## src/scric_pkg.sv

```systemverilog
// Shared constants and types of the clock, reset and interrupt controller
package scric_pkg;
  // Oscillator cycle counts
  localparam logic [12:0] POR_TIMEOUT_OSC  = 13'h1000;  // Power-on or low-voltage timeout
  localparam logic [12:0] STOP_LONG_OSC    = 13'h1000;  // Stop recovery, long option
  localparam logic [12:0] STOP_SHORT_OSC   = 13'h0800;  // Stop recovery, short option
  localparam logic [12:0] SHORT_RESET_OSC  = 13'h0020;  // Other reset sources
  localparam logic [12:0] PIN_GUARD_OSC    = 13'h0004;  // Pin ignored after own drive ends
  localparam logic [12:0] CNT_ONE          = 13'h0001;  // Unit step of the counter
  // Register byte offsets
  localparam logic [4:0]  OFS_OPTION       = 5'h00;     // Write-once option
  localparam logic [4:0]  OFS_RESET_STATUS = 5'h04;     // Reset sources seen
  localparam logic [4:0]  OFS_INT_STATUS   = 5'h08;     // Sticky events
  localparam logic [4:0]  OFS_INT_MASK     = 5'h0C;     // Event mask
  localparam logic [4:0]  OFS_WAIT_CLOCKS  = 5'h10;     // Clock sets kept in wait
  localparam logic [4:0]  OFS_STATE        = 5'h14;     // Live state
  // Field positions
  localparam int          OPT_STOP_SHORT   = 0;         // Option: short stop recovery
  localparam int          EV_RESET_DONE    = 0;         // Event: reset sequence ended
  localparam int          EV_STOP_DONE     = 1;         // Event: stop recovery ended
  localparam int          EV_WAIT_EXIT     = 2;         // Event: wait left
  // Reset values
  localparam logic [1:0]  OPTION_RST       = 2'h0;      // Option after reset
  localparam logic [1:0]  WAIT_CLOCKS_RST  = 2'h3;      // Both sets run in wait
  // Controller states
  typedef enum logic [2:0] {
    ST_RESET, ST_RUN, ST_WAIT, ST_STOP, ST_RECOVER
  } scric_state_t;
  // Reset requests, one bit each, in reverse of the reset status register bit order
  typedef struct packed {
    logic low_voltage;
    logic usb;
    logic ill_address;
    logic ill_opcode;
    logic watchdog;
    logic pin;
    logic power_on;
  } scric_rst_src_t;
  // Avalon-MM request group
  typedef struct packed {
    logic [4:0]  address;
    logic        read;
    logic        write;
    logic [31:0] writedata;
  } scric_avs_req_t;
endpackage : scric_pkg

```

## src/scric_top.sv

```systemverilog
// Clock gating, reset sequencing and interrupt arbitration of the system integration unit
// Operation
// RULE1 - Option register writable once per reset
// RULE2 - Bus clock is oscillator divided by two
// RULE3 - Clocks held 4096 cycles after power-on
// RULE4 - Reset pin driven low during timeout
// RULE5 - Bus clocks start when timeout completes
// RULE6 - Stop exit counts oscillator, clocks stay off
// RULE7 - Stop delay 4096 or 2048 per option
// RULE8 - Wait stops CPU, two clock sets remain
// RULE9 - Seven reset sources accepted
// RULE10 - Interrupts taken only at instruction end
// RULE11 - Take only unmasked and enabled interrupts
// RULE12 - Highest priority pending interrupt first
// RULE13 - Pending interrupt served after return first
// RULE14 - High index register never pushed
// RULE15 - Async reset requests synchronised first
//
// Local design decisions: the Avalon-MM interface to the registers and the register offsets.
`timescale 1ns/100ps
module scric_top
  import scric_pkg::*;
(
  input  wire logic           i_clock,          // Oscillator clock
  input  wire logic           i_nrst,           // Synchronous reset, active low
  input  wire logic           i_clk_en,         // Freezes all state while low
  input  wire scric_rst_src_t i_rst_src,        // Asynchronous reset requests
  input  wire logic           i_stop_req,       // CPU executes stop
  input  wire logic           i_wait_req,       // CPU executes wait
  input  wire logic           i_wake,           // Interrupt or break wakeup
  input  wire logic           i_insn_bound,     // Instruction completes
  input  wire logic [7:0]     i_irq_pend,       // Pending hardware interrupts
  input  wire logic [7:0]     i_irq_en,         // Per-source enables
  input  wire logic           i_irq_mask,       // Global mask bit
  input  wire scric_avs_req_t i_avs,            // Avalon-MM request
  output logic [31:0]         o_avs_readdata,   // Avalon-MM read data
  output logic                o_avs_waitrequest,// Avalon-MM wait
  output logic                o_rst_pin_o,      // Reset pin level driven
  output logic                o_rst_pin_oe,     // Reset pin drive enable
  output logic                o_bus_clk_en,     // Internal bus clock enable
  output logic                o_cpu_clk_en,     // CPU clock enable
  output logic [1:0]          o_mod_clk_en,     // Two module clock sets
  output logic                o_int_take,       // Interrupt entry pulse
  output logic [2:0]          o_int_vec,        // Interrupt taken
  output logic                o_push_h,         // Push high index register
  output logic                o_irq             // Level interrupt
);

  // All state of the block
  typedef struct packed {
    scric_state_t   st;       // Sequencer state
    logic [12:0]    cnt;      // Delay counter
    logic           div;      // Bus clock phase
    logic [6:0]     sync1;    // First synchroniser stage
    logic [6:0]     sync2;    // Second synchroniser stage
    logic [1:0]     opt;      // Option bits
    logic           opt_lock; // Option written since reset
    logic [6:0]     rsr;      // Reset status
    logic [2:0]     ists;     // Sticky events
    logic [2:0]     imsk;     // Event mask
    logic [1:0]     wclk;     // Wait clock sets
    logic           ack;      // Bus answer cycle
    logic [31:0]    rdata;    // Read data
    logic           take;     // Interrupt entry
    logic [2:0]     vec;      // Interrupt number
  } scric_st_t;

  localparam scric_st_t ST_RST = '{
    st: ST_RESET, cnt: POR_TIMEOUT_OSC - CNT_ONE, div: 1'b0, sync1: 7'h00, sync2: 7'h00,
    opt: OPTION_RST, opt_lock: 1'b0, rsr: 7'h40, ists: 3'h0, imsk: 3'h0,
    wclk: WAIT_CLOCKS_RST, ack: 1'b0, rdata: 32'h0, take: 1'b0, vec: 3'h0};

  scric_st_t s;       // Current state
  scric_st_t next_s;  // Next state

  logic [6:0] src;    // Synchronised requests in status order
  logic       rst_any;// Any reset request
  logic       rst_long;// Request needs the long timeout
  logic [7:0] live;   // Enabled pending interrupts
  logic [2:0] pick;   // Highest priority live interrupt
  logic [2:0] ev;     // Events this cycle
  logic [31:0] rmux;  // Register read mux

  // Priority encoder, lowest number wins
  always_comb begin
    live = i_irq_pend & i_irq_en;
    pick = 3'h0;
    for (int i = 7; i >= 0; i--) begin
      if (live[i]) begin
        pick = 3'(i); // RULE12
      end
    end
  end

  // Request qualification; pin is ignored while we drive it and just after
  always_comb begin
    src = {s.sync2[6:2], s.sync2[1] & (s.st != ST_RESET) & (s.cnt == 13'h0), s.sync2[0]};
    src = {src[0], src[1], src[2], src[3], src[4], src[5], src[6]};
    rst_any = |src; // RULE9
    rst_long = src[6] | src[0];
  end

  // Register read mux
  always_comb begin
    rmux = 32'h0;
    case (i_avs.address)
      OFS_OPTION:       rmux = {30'h0, s.opt};
      OFS_RESET_STATUS: rmux = {25'h0, s.rsr};
      OFS_INT_STATUS:   rmux = {29'h0, s.ists};
      OFS_INT_MASK:     rmux = {29'h0, s.imsk};
      OFS_WAIT_CLOCKS:  rmux = {30'h0, s.wclk};
      OFS_STATE:        rmux = {28'h0, s.opt_lock, s.st};
      default:          rmux = 32'h0;
    endcase
  end

  // Next state
  always_comb begin
    next_s = s;
    ev = 3'h0;
    next_s.take = 1'b0;
    next_s.sync1 = i_rst_src;          // RULE15
    next_s.sync2 = s.sync1;            // RULE15
    // Bus clock phase toggles only while the bus runs
    if (s.st == ST_RUN || s.st == ST_WAIT) begin
      next_s.div = ~s.div;             // RULE2
    end else begin
      next_s.div = 1'b0;
    end
    case (s.st)
      // Reset timeout, pin low, clocks held
      ST_RESET: begin
        if (s.cnt == 13'h0) begin
          next_s.st = ST_RUN;          // RULE5
          next_s.cnt = PIN_GUARD_OSC;
          ev[EV_RESET_DONE] = 1'b1;
        end else begin
          next_s.cnt = s.cnt - CNT_ONE; // RULE3
        end
      end
      // Normal execution
      ST_RUN: begin
        if (s.cnt != 13'h0) begin
          next_s.cnt = s.cnt - CNT_ONE;
        end
        if (i_insn_bound && s.div && (live != 8'h0) && !i_irq_mask) begin
          next_s.take = 1'b1;          // RULE10 RULE11 RULE13
          next_s.vec = pick;
        end else if (i_stop_req && s.div) begin
          next_s.st = ST_STOP;
        end else if (i_wait_req && s.div) begin
          next_s.st = ST_WAIT;
        end
      end
      // CPU halted, module clocks per settings
      ST_WAIT: begin
        if (i_wake) begin
          next_s.st = ST_RUN;
          ev[EV_WAIT_EXIT] = 1'b1;
        end
      end
      // All clocks off
      ST_STOP: begin
        if (i_wake) begin
          next_s.st = ST_RECOVER;      // RULE6
          next_s.cnt = (s.opt[OPT_STOP_SHORT] ? STOP_SHORT_OSC : STOP_LONG_OSC) - CNT_ONE; // RULE7
        end
      end
      // Stop recovery count on the oscillator
      ST_RECOVER: begin
        if (s.cnt == 13'h0) begin
          next_s.st = ST_RUN;
          ev[EV_STOP_DONE] = 1'b1;
        end else begin
          next_s.cnt = s.cnt - CNT_ONE; // RULE6
        end
      end
      default: begin
        next_s.st = ST_RESET;
      end
    endcase
    // Any reset source restarts the sequence and reopens the option
    if (rst_any) begin
      next_s.st = ST_RESET;
      next_s.cnt = (rst_long ? POR_TIMEOUT_OSC : SHORT_RESET_OSC) - CNT_ONE; // RULE3
      next_s.rsr = src[6] ? 7'h40 : src; // RULE9
      next_s.opt = OPTION_RST;
      next_s.opt_lock = 1'b0;          // RULE1
      next_s.take = 1'b0;
    end
    // Bus slave: answer one cycle after the request
    next_s.ack = 1'b0;
    if ((i_avs.read || i_avs.write) && !s.ack) begin
      next_s.ack = 1'b1;
      next_s.rdata = rmux;
    end
    if (i_avs.write && s.ack) begin
      case (i_avs.address)
        OFS_OPTION: begin
          if (!s.opt_lock && !rst_any) begin
            next_s.opt = i_avs.writedata[1:0]; // RULE1
            next_s.opt_lock = 1'b1;    // RULE1
          end
        end
        OFS_INT_STATUS:  next_s.ists = s.ists & ~i_avs.writedata[2:0];
        OFS_INT_MASK:    next_s.imsk = i_avs.writedata[2:0];
        OFS_WAIT_CLOCKS: next_s.wclk = i_avs.writedata[1:0];
        default:         next_s.ists = next_s.ists;
      endcase
    end
    // Set wins over clear
    next_s.ists = next_s.ists | ev;
  end

  // State register
  always_ff @(posedge i_clock) begin
    if (!i_nrst) begin
      s <= ST_RST;
    end else if (i_clk_en) begin
      s <= next_s;
    end
  end

  // Outputs
  assign o_avs_readdata    = s.rdata;
  assign o_avs_waitrequest = ~s.ack;
  assign o_rst_pin_o       = 1'b0;
  assign o_rst_pin_oe      = (s.st == ST_RESET); // RULE4
  assign o_bus_clk_en      = s.div & (s.st == ST_RUN || s.st == ST_WAIT); // RULE2
  assign o_cpu_clk_en      = s.div & (s.st == ST_RUN); // RULE8
  assign o_mod_clk_en      = {2{s.div}} & ((s.st == ST_RUN) ? 2'h3 : (s.st == ST_WAIT) ? s.wclk : 2'h0); // RULE8
  assign o_int_take        = s.take;
  assign o_int_vec         = s.vec;
  assign o_push_h          = 1'b0;       // RULE14
  assign o_irq             = |(s.ists & s.imsk);

  // Helper: cycles spent in reset so far
  logic [12:0] rst_len;
  always_ff @(posedge i_clock) begin
    if (!i_nrst || s.st != ST_RESET) begin
      rst_len <= 13'h0;
    end else if (i_clk_en) begin
      rst_len <= rst_len + CNT_ONE;
    end
  end

  // Locked option never changes until a reset
  property p_opt_once;
    @(posedge i_clock) disable iff (!i_nrst)
    s.opt_lock && s.st != ST_RESET && !rst_any |=> $stable(s.opt) || s.st == ST_RESET;
  endproperty
  a_opt_once: assert property (p_opt_once) else $error("Option changed after lock"); // RULE1

  // Bus clock never on two enabled cycles running
  property p_half;
    @(posedge i_clock) disable iff (!i_nrst)
    o_bus_clk_en && i_clk_en |=> !o_bus_clk_en;
  endproperty
  a_half: assert property (p_half) else $error("Bus clock above half rate"); // RULE2

  // Leaving a power-on reset takes the full timeout
  property p_por_len;
    @(posedge i_clock) disable iff (!i_nrst)
    $fell(s.st == ST_RESET) && s.st == ST_RUN && s.rsr[6] |-> $past(rst_len) >= POR_TIMEOUT_OSC - CNT_ONE;
  endproperty
  a_por_len: assert property (p_por_len) else $error("Power-on timeout cut short"); // RULE3

  // Pin driven low whenever clocks are held in reset
  property p_pin;
    @(posedge i_clock) disable iff (!i_nrst)
    s.st == ST_RESET |-> o_rst_pin_oe && !o_rst_pin_o && !o_cpu_clk_en && !o_bus_clk_en;
  endproperty
  a_pin: assert property (p_pin) else $error("Reset pin not driven"); // RULE4

  // Recovery loads the selected delay
  property p_stop_dly;
    @(posedge i_clock) disable iff (!i_nrst)
    s.st == ST_STOP && i_wake && !rst_any && i_clk_en |=>
      s.cnt == (s.opt[OPT_STOP_SHORT] ? STOP_SHORT_OSC : STOP_LONG_OSC) - CNT_ONE;
  endproperty
  a_stop_dly: assert property (p_stop_dly) else $error("Wrong stop delay"); // RULE7

  // No CPU clock in stop, recovery or wait
  property p_cpu_off;
    @(posedge i_clock) disable iff (!i_nrst)
    s.st == ST_STOP || s.st == ST_RECOVER || s.st == ST_WAIT |-> !o_cpu_clk_en;
  endproperty
  a_cpu_off: assert property (p_cpu_off) else $error("CPU clock in low power"); // RULE6 RULE8

  // Entry only at a boundary with unmasked enabled request
  property p_take;
    @(posedge i_clock) disable iff (!i_nrst)
    $rose(o_int_take) |-> $past(i_insn_bound) && !$past(i_irq_mask) && $past(live) != 8'h0;
  endproperty
  a_take: assert property (p_take) else $error("Interrupt taken illegally"); // RULE10 RULE11

  // Chosen vector is the highest priority one
  property p_prio;
    @(posedge i_clock) disable iff (!i_nrst)
    o_int_take |-> (($past(live) & (8'h01 << o_int_vec)) != 8'h0) &&
      (($past(live) & ((8'h01 << o_int_vec) - 8'h01)) == 8'h0);
  endproperty
  a_prio: assert property (p_prio) else $error("Priority order broken"); // RULE12 RULE13

  // High index register never stacked
  property p_noh;
    @(posedge i_clock) disable iff (!i_nrst)
    o_int_take |-> !o_push_h;
  endproperty
  a_noh: assert property (p_noh) else $error("High index pushed"); // RULE14

  // A synchronised request reaches reset within three cycles
  property p_sync;
    @(posedge i_clock) disable iff (!i_nrst)
    i_rst_src.watchdog && i_clk_en ##1 i_clk_en ##1 i_clk_en |=> s.st == ST_RESET;
  endproperty
  a_sync: assert property (p_sync) else $error("Reset request lost"); // RULE9 RULE15

endmodule : scric_top

```

## config.mk

```make
export PLATFORM = sky130hd
export DESIGN_NAME = scric_top
export DESIGN_NICKNAME = d
export VERILOG_FILES = /design/src/scric_pkg.sv /design/src/scric_top.sv
export SDC_FILE = /design/constraint.sdc
export NUM_CORES = 1
export LEC_CHECK = 0
export ABC_AREA = 1
export ABC_CLOCK_PERIOD_IN_PS = 2320
export BUFFER_PORTS_ARGS = -buffer_cell sky130_fd_sc_hd__buf_2
export CAP_MARGIN = 0
export CORE_ASPECT_RATIO = 1.2
export CORE_MARGIN = 4
export CORE_UTILIZATION = 52
export CTS_BUF_LIST = sky130_fd_sc_hd__clkbuf_8
export CTS_CLUSTER_SIZE = 20
export DETAILED_ROUTE_END_ITERATION = 12
export PLACE_DENSITY_LB_ADDON = 0.05
export SYNTH_ARGS = -nofsm -noshare
export SYNTH_HDL_FRONTEND = slang
export SYNTH_SLANG_ARGS = --single-unit
```

## constraint.sdc

```tcl
create_clock -name i_clock -period 2.32 [get_ports i_clock]
set_input_delay 0.464 -clock i_clock [delete_from_list [all_inputs] [get_ports i_clock]]
set_output_delay 0.464 -clock i_clock [all_outputs]
set_load 0.005 [all_outputs]
```

==> results of run 1 <==
sequential cells by signal (all words and copies together) (netlist names):
register,cells
s,43
next_s,7
o_avs_readdata,7
o_int_vec,3
o_int_take,1
synth_stat cells (all sizes together), types with 6 or more instances:
| cell | instances |
|---|---|
| nand2 | 110 |
| nor2 | 69 |
| dfxtp | 61 |
| inv | 56 |
| buf | 40 |
| nand3 | 40 |
| o21ai | 38 |
| a21oi | 37 |
| clkbuf | 9 |
| nand4 | 8 |
| o31ai | 7 |
| xor2 | 6 |
cells by family (layout without fill, tap and decap cells):
family / Yosys count / after routing / synth area share
and+or+nand+nor: 233 / 233 / 0.302
buffers and inverters: 107 / 137 / 0.161
AOI/OAI and AO/OA: 95 / 95 / 0.158
DFF: 61 / 61 / 0.356
xor gates and xnor gates: 6 / 6 / 0.0153
adders and majority gates: 2 / 2 / 0.00729
other: 1 / 27 / 0.00109
through the flow:
stage	cell area, um^2	util
floorplan	3530	-
global placement	3630	0.566
detailed placement	3630	0.566
CTS	3860	0.603
global route	3860	0.603
finish	3860	0.603
critical path: cells and delay by family, from the launching register on:
kind / cells / cell delay [ns]
DFF: 1 / 0.39
and+or+nand+nor: 3 / 0.45
buffers and inverters: 2 / 0.26
AOI/OAI and AO/OA: 1 / 0.15
cells in the final DEF (no fill, tap or decap), drive strengths merged, types with 2 or more instances in the layout:
| cell type | instances |
|---|---|
| a211oi | 2 |
| a21oi | 37 |
| a221oi | 2 |
| buf | 63 |
| bufinv | 2 |
| clkbuf | 11 |
| clkinv | 3 |
| conb | 27 |
| dfxtp | 61 |
| ha | 2 |
| inv | 57 |
| nand2 | 110 |
| nand3 | 40 |
| nand4 | 8 |
| nor2 | 69 |
| nor3 | 5 |
| o21ai | 38 |
| o22ai | 5 |
| o31ai | 7 |
| xor2 | 6 |
report_power, final:
part / switching (mW) / total (mW) / internal [mW]
Sequential: 0.0569 / 1.16 / 1.11
Clock: 0.423 / 1.09 / 0.666
Combinational: 0.276 / 0.424 / 0.148
final timing paths:
kind                                   start              end  slack, ns
worst min-delay path            i_rst_src[5]       next_s[60]       0.36
worst max-delay path                   s[84]  o_mod_clk_en[1]       0.29
worst max register to register         s[70]            s[72]       0.42
worst min register to register         s[57]            s[49]       0.46
area by class of cell:
class | instances | area [um^2]
timing repair buffer | 63 | 328
multi-input combinational | 363 | 1750
tap | 85 | 106
inverter | 58 | 218
sequential | 61 | 1220
fill | 627 | 2550
clock inverter | 5 | 81.3
clock buffer | 11 | 151
routing by layer:
layer | global-route usage | wire length (um) | vias to the layer above
met2 | 0.355 | 3990 | 71
met4 | 0.0550 | 67 | 0
met5 | 0 | 0 | -
met3 | 0.0382 | 373 | 8
li1 | - | - | 1682
met1 | 0.253 | 3320 | 1410
==> results.json, run 1 <==
{
  "p_leak_nw": 1.85,
  "grt_start_max_net_pins": 29,
  "drv_cap": 0,
  "post_cts_resized": 0,
  "io_buffers": 58,
  "coreArea_um2": 6410,
  "synth_edf_count": 0,
  "pre_cts_ws_ns": 0.401,
  "drt_iter0_drc": 152,
  "tns_ns": 0,
  "start_kind": "flop",
  "endpoint_kind": "primary output",
  "peakVddDrop_mv": 0.415,
  "synth_top_area_frac": 0.356,
  "overflow": 0,
  "dr.pass1.iters": 4,
  "clock_sinks": 61,
  "num_vias": 3171,
  "clk_latency_ns": 0.33,
  "setup_ws_ns": 0.287,
  "rsz0062_at_grt": "false",
  "path_cells": "inv_2, nand3_1, nand2_1, nand2_1, a21oi_1, buf_2",
  "track_usage": 0.205,
  "cp_max_fo": 5,
  "finalSetupViolCount": 0,
  "syn-cell-area_um2": 3430,
  "yosys_warnings": 0,
  "clk_pin_slew_worst_paths_ns": 0.07,
  "grt_first_pass_wirelength_um": 13100,
  "place_inst": 630,
  "wire_per_inst_um": 12.0,
  "syn_inst": 505,
  "h-tree-depth": 3,
  "arrival_ns": 1.57,
  "crit_slowest_cell": "dfxtp_1",
  "cp_slowest_stage_delay_ns": 0.39,
  "hold_buffers": 0,
  "ios": 115,
  "cts_setup_buffers": 0,
  "async_flop_share": 0,
  "max_freq_mhz": 492,
  "slew_violations": 0,
  "start_util": 0.536,
  "synth.distinct_cells": 36,
  "cts_tree": "built",
  "fp-row-count": 32,
  "drive_gt1_frac": 0.184,
  "clockBufferDepth": 2,
  "drt-total-wl_um": 7750,
  "ys_seq_elements": 61,
  "die_h_um": 97.0,
  "power_mw": 2.68,
  "syn_avg_cell_area_um2": 6.79,
  "antenna_left": 0,
  "hold_viol_final": 0,
  "fin_crit_sh": 0.876,
  "cts_root_buf": "clkbuf_8",
  "synth_top_area_cell": "dfxtp_1",
  "fin_skew_ns": 0.0103,
  "worst-setup-path-type": "flop to primary output",
  "fin_crit_ns": 2.03,
  "crit_top_cell": "nand2_1",
  "hold_class": "primary input to flop",
  "synth_area_leaders": "dfxtp_1 (36%), nand2_1 (11%), buf_4 (8.3%)",
  "yosysSeqAreaShare": 0.356,
  "fin_hold_ws_ns": 0.359,
  "whs_path_depth": 3,
  "dp_hpwl_um": 5970,
  "die_w_um": 82.2,
  "finalNonFillerCells": 646,
  "fin_nets": 628,
  "status": "complete, no violations",
  "cts_buffers": 9,
  "worstPathRequired_ns": 1.86,
  "drc": 0,
  "antenna_found_initial": 0,
  "gp_congestion": 0.868,
  "die_area_um2": 7970,
  "vias_per_cell": 4.91,
  "ys.flop_type": "dfxtp_1",
  "rr_worst_depth": 12,
  "grt_pass1_vias": 2946,
  "area_growth_pct": 12.5,
  "power_density_nw_per_um2": 693,
  "diodes": 0
}
No activity file was read; power rests on OpenSTA's default activity.
==> run 2: changes to the inputs <==
--- a/config.mk
+++ b/config.mk
@@ -16,6 +16,7 @@
 export CTS_CLUSTER_SIZE = 20
 export DETAILED_ROUTE_END_ITERATION = 12
 export PLACE_DENSITY_LB_ADDON = 0.05
+export RECOVER_POWER = 100
 export SYNTH_ARGS = -nofsm -noshare
 export SYNTH_HDL_FRONTEND = slang
 export SYNTH_SLANG_ARGS = --single-unit
==> run 2 against run 1 <==
Effect of this change: clock power about the same; combinational power is 2% lower; via count increased by 0.91%; clock skew about the same; total power shrank 0.42%; die area unchanged; non-clock buffer count is the same; count of clock-buffer cells in the layout did not move.
==> results.json, run 2 (synthesis results as in run 1) <==
{
  "slew_headroom": 0.247,
  "drt_iter0_drc": 172,
  "grt_start_max_net_pins": 29,
  "status": "complete, no violations",
  "fin_crit_ns": 2.05,
  "multi_input_area_um2": 1720,
  "finalSetupViolCount": 0,
  "clockBufferDepth": 2,
  "worstPathRequired_ns": 1.86,
  "clkPwrFrac": 0.409,
  "setup_ws_ns": 0.271,
  "overflow": 0,
  "drt-total-wl_um": 7810,
  "dpl-instance-area_um2": 3630,
  "start_util": 0.536,
  "grt_first_pass_wirelength_um": 13100,
  "hold_class": "primary input to flop",
  "cts_tree": "built",
  "arrival_ns": 1.58,
  "die_area_um2": 7970,
  "max_freq_mhz": 488,
  "post_cts_resized": 0,
  "worst-setup-path-type": "flop to primary output",
  "worstMarginPinSlew_ns": 1.13,
  "dp_hpwl_um": 5970,
  "fin_skew_ns": 0.0101,
  "rsz0062_at_grt": "false",
  "ios": 115,
  "comb_power_share": 0.156,
  "regArea_um2": 1220,
  "clk_pin_slew_worst_paths_ns": 0.07,
  "num_vias": 3200,
  "area_growth_pct": 11.1,
  "gp_congestion": 0.868,
  "final_cell_area_um2": 3810,
  "fp-row-count": 32,
  "top_layer_used": "met4",
  "cp_max_fo": 6,
  "wire_per_inst_um": 12.1,
  "fin_nets": 628,
  "cts_root_buf": "clkbuf_8",
  "clk_latency_ns": 0.33,
  "hold_viol_final": 0,
  "endpoint_kind": "primary output",
  "io_buffers": 58,
  "start_kind": "flop",
  "dr.pass1.iters": 5,
  "vias_per_cell": 4.95,
  "cts_buffers": 9,
  "sw_frac_of_total": 0.282,
  "peakVddDrop_mv": 0.413,
  "p_int_mw": 1.91,
  "mostFrequentLayoutCells": "nand2_1 (105), nor2_1 (66), dfxtp_1 (61), inv_1 (51), buf_2 (51)",
  "fin_crit_sh": 0.883,
  "dr_wl_met2_um": 4030,
  "tns_ns": 0,
  "h-tree-depth": 3,
  "hold_buffers": 0,
  "die_h_um": 97.0,
  "slew_violations": 0,
  "pwr-share-seq": 0.436,
  "final_common_cell": "nand2_1",
  "drc": 0,
  "p_sw_mw": 0.750,
  "drv_cap": 0,
  "diodes": 0,
  "wl_met3_um": 367,
  "antenna_left": 0,
  "largest_register_ffs": 43,
  "track_usage": 0.205,
  "coreArea_um2": 6410,
  "antenna_found_initial": 0,
  "power_density_nw_per_um2": 699,
  "p_leak_nw": 1.82,
  "filler_cell_count": 635,
  "grt_pass1_vias": 2946,
  "drive_gt1_frac": 0.157,
  "die_w_um": 82.2,
  "pre_cts_ws_ns": 0.401,
  "cts_setup_buffers": 0,
  "wl_met1_um": 3350,
  "top_register": "s",
  "clock_sinks": 61
}
-- run 2: cell type report --
| class | instances | area share |
|---|---|---|
| Sequential cell | 61 | 0.320 |
| Timing Repair Buffer | 63 | 0.0820 |
| Tap cell | 85 | 0.0279 |
| Clock buffer | 11 | 0.0397 |
| Clock inverter | 5 | 0.0213 |
| Inverter | 58 | 0.0571 |
| Multi-Input combinational cell | 363 | 0.452 |
-- run 2: critical path, cell delays in order, from the launching register on --
cell and delay [ns]:
dfxtp_1 0.36, inv_2 0.14, nand3_1 0.20, nand2_1 0.13, nand2_1 0.12, a21oi_1 0.16
clkbuf_1 0.13
-- run 2: power by group through the flow --
stage | Combinational [mW] | Clock [mW] | Sequential (mW)
floorplan | 0.347 | 0 | 1.17
global placement | 0.418 | 0 | 1.19
detailed placement | 0.425 | 0 | 1.19
CTS | 0.427 | 1.11 | 1.16
global route | 0.484 | 1.16 | 1.17
finish | 0.414 | 1.09 | 1.16
-- run 2: routing by layer --
| layer | GRT usage | up-vias |
|---|---|---|
| met4 | 0.0550 | 0 |
| met1 | 0.253 | 1441 |
| met3 | 0.0382 | 6 |
| met5 | 0 | - |
| met2 | 0.355 | 65 |
| li1 | - | 1688 |
-- run 2: path summary, 6_finish.rpt --
check / startpoint / endpoint / slack (ns) / cells past startpoint
min reg2reg: s[57] / s[49] / 0.46 / 2
max: s[85] / o_mod_clk_en[1] / 0.27 / 6
max reg2reg: s[70] / s[77] / 0.33 / 12
min: i_rst_src[5] / next_s[60] / 0.36 / 3
-- run 2: through the flow --
stage,total power [mW],util,cells,hold WS (ns)
2_1_floorplan,1.52,-,531,0.426
3_3_place_gp,1.60,0.566,630,0.451
3_5_place_dp,1.61,0.566,630,0.452
4_1_cts,2.70,0.603,646,0.346
5_1_grt,2.81,0.595,646,0.378
6_report,2.67,0.595,646,0.359
==> run 3: changes to the inputs <==
--- a/config.mk
+++ b/config.mk
@@ -5,7 +5,7 @@
 export SDC_FILE = /design/constraint.sdc
 export NUM_CORES = 1
 export LEC_CHECK = 0
-export ABC_AREA = 1
+export ABC_AREA = 0
 export ABC_CLOCK_PERIOD_IN_PS = 2320
 export BUFFER_PORTS_ARGS = -buffer_cell sky130_fd_sc_hd__buf_2
 export CAP_MARGIN = 0
==> run 3 against run 2 <==
Effect of this change: synthesized cell count is 15% lower; synthesized area is 0.73% higher; sequential share of layout area down 2.4 points; die area increased by 0.66%; critical path depth grew 2; flip-flop and latch count unchanged; non-clock buffer count up 33; critical endpoint is now s[73]; highest routed layer unchanged.
==> results.json, run 3 <==
{
  "cp_max_fo": 5,
  "h-tree-depth": 3,
  "mostFrequentLayoutCells": "dfxtp_1 (60), nor2_1 (55), buf_2 (46), nand2_1 (42), buf_4 (35)",
  "slew_violations": 0,
  "crit_buf_inv": 1,
  "cts_buffers": 9,
  "fin_skew_ns": 0.0103,
  "die_w_um": 82.4,
  "setup_ws_ns": 0.0801,
  "coreArea_um2": 6450,
  "endpoint_kind": "flop",
  "fin_nets": 577,
  "final_cell_area_um2": 4130,
  "drc": 0,
  "yosys_warnings": 0,
  "hold_viol_final": 0,
  "synth_top_area_frac": 0.353,
  "tns_ns": 0,
  "ios": 115,
  "antenna_left": 0,
  "dr.pass1.iters": 4,
  "reg2reg_slack_ns": 0.08,
  "cts_root_buf": "clkbuf_8",
  "area_growth_pct": 19.5,
  "clockBufferDepth": 2,
  "antenna_found_initial": 0,
  "final_common_cell": "dfxtp_1",
  "synth_area_leaders": "dfxtp_1 (35%), buf_4 (8.0%), mux2i_1 (7.0%)",
  "top_register": "s",
  "ys.flop_type": "dfxtp_1",
  "grt_start_max_net_pins": 34,
  "finalSetupViolCount": 0,
  "largest_register_ffs": 43,
  "hold_class": "primary input to flop",
  "syn-cell-area_um2": 3460,
  "drv_cap": 0,
  "wire_per_inst_um": 15.4,
  "cp.depth": 8,
  "power_density_nw_per_um2": 579,
  "drt_iter0_drc": 246,
  "comb_power_share": 0.148,
  "ys_seq_elements": 61,
  "clkPwrFrac": 0.388,
  "pre_cts_ws_ns": 0.0504,
  "path_cells": "inv_2, ha_4, or4b_4, nor4_4, o21a_4, a41o_4, o21ai_1, a221o_1",
  "drive_gt1_frac": 0.243,
  "diodes": 0,
  "clk_latency_ns": 0.35,
  "fin_crit_sh": 0.965,
  "yosysSeqAreaShare": 0.353,
  "worstMarginPinSlew_ns": 0.713,
  "max_freq_mhz": 446,
  "grt_first_pass_wirelength_um": 14100,
  "grt_pass1_vias": 3021,
  "rr_worst_depth": 8,
  "worst-setup-path-type": "flop to flop",
  "yosys-top-cells-count": "dfxtp_1 (61), nor2_1 (56), nand2_1 (42)",
  "worstPathRequired_ns": 2.56,
  "crit_slowest_cell": "or4b_4",
  "io_buffers": 58,
  "post-route-util": 0.641,
  "fin_crit_ns": 2.24,
  "gp_congestion": 0.826,
  "drt-total-wl_um": 9140,
  "path_delay_family": "simple AND/OR/NAND/NOR gates",
  "synth_edf_count": 0,
  "die_h_um": 97.3,
  "cp_slowest_stage_delay_ns": 0.49,
  "cts_tree": "built",
  "yosysMostFrequentCell": "dfxtp_1",
  "syn_avg_cell_area_um2": 8.07,
  "dpl-instance-area_um2": 3860,
  "fp-row-count": 32,
  "start_kind": "flop",
  "dp_hpwl_um": 6680,
  "p_leak_nw": 1.74,
  "vias_per_cell": 5.54,
  "peakVddDrop_mv": 0.429,
  "die_area_um2": 8020,
  "critPathCapture": "s[73]",
  "async_flop_share": 0,
  "clk_pin_slew_worst_paths_ns": 0.07,
  "crit_start": "s[71]",
  "arrival_ns": 2.48,
  "pwr-share-seq": 0.464,
  "timing.rr.end": "s[73]",
  "start_util": 0.536,
  "sw_frac_of_total": 0.270,
  "clock_sinks": 61,
  "p_int_mw": 1.75,
  "track_usage": 0.224,
  "overflow": 0,
  "synth_top_area_cell": "dfxtp_1",
  "slew_headroom": 0.523,
  "r2r-start": "s[71]",
  "num_vias": 3296,
  "status": "complete, no violations",
  "p_sw_mw": 0.647,
  "hold_buffers": 0,
  "power_mw": 2.39,
  "synth.distinct_cells": 62,
  "syn_inst": 428
}
## run 3: how the worst min path moves through the flow
| stage | cells past startpoint | startpoint | to |
|---|---|---|---|
| floorplan | 2 | s[48] | s[48] |
| detailed placement | 2 | o_int_vec[0] | o_int_vec[0] |
| global route | 3 | i_rst_src[4] | next_s[59] |
| global placement | 2 | o_int_vec[0] | o_int_vec[0] |
| finish | 3 | i_rst_src[4] | next_s[59] |
| CTS | 3 | i_rst_src[4] | next_s[59] |
## run 3: worst min-delay path, cell delays in order
cell     delay (ns)
buf_2          0.07
mux2i_1        0.05
nor2_1         0.07
## run 3: power by group through the flow
stage               logic [mW]  registers [mW]  clock network, mW
floorplan                0.228            1.13                  0
detailed placement       0.329            1.13                  0
finish                   0.354            1.11              0.928
CTS                      0.330            1.11              0.939
global route             0.389            1.11              0.983
global placement         0.321            1.13                  0
## run 3: cells by family (layout without fill, tap and decap cells)
group / Yosys count / in the layout / share of synthesized area
other cells: 1 / 27 / 0.00109
flops: 61 / 61 / 0.353
buf+inv: 68 / 123 / 0.117
xor+xnor: 2 / 2 / 0.00507
simple gates: 166 / 166 / 0.233
compound gates: 101 / 102 / 0.204
fa+ha+maj: 2 / 2 / 0.00724
mux: 27 / 27 / 0.0793
## run 3: layout make-up
class	count	area [um^2]
fillers	584	2320
repair buffers	96	574
multi-input cells	326	1990
well taps	85	106
inverters	11	41.3
clock inverters	6	53.8
flip-flops and latches	61	1220
clock buffers	10	138
## run 3: stage by stage
stage	hold slack, ns	instances
5_1_grt	0.377	595
3_3_place_gp	0.439	575
2_1_floorplan	0.429	454
4_1_cts	0.350	591
3_5_place_dp	0.445	575
6_report	0.354	595
## run 3: routing by layer
metal / up-vias / track usage / part of all wire
met1: 1543 / 0.270 / 0.41
li1: 1645 / - / -
met2: 85 / 0.375 / 0.52
met4: 0 / 0.111 / 0.026
met5: - / 0 / 0
met3: 23 / 0.0353 / 0.049
## run 3: timing repair
| item | CTS | global route |
|---|---|---|
| endpoints found under the setup margin | 0 | 17 |
| resized for setup | 0 | 17 |
| buffers inserted | 0 | 3 |
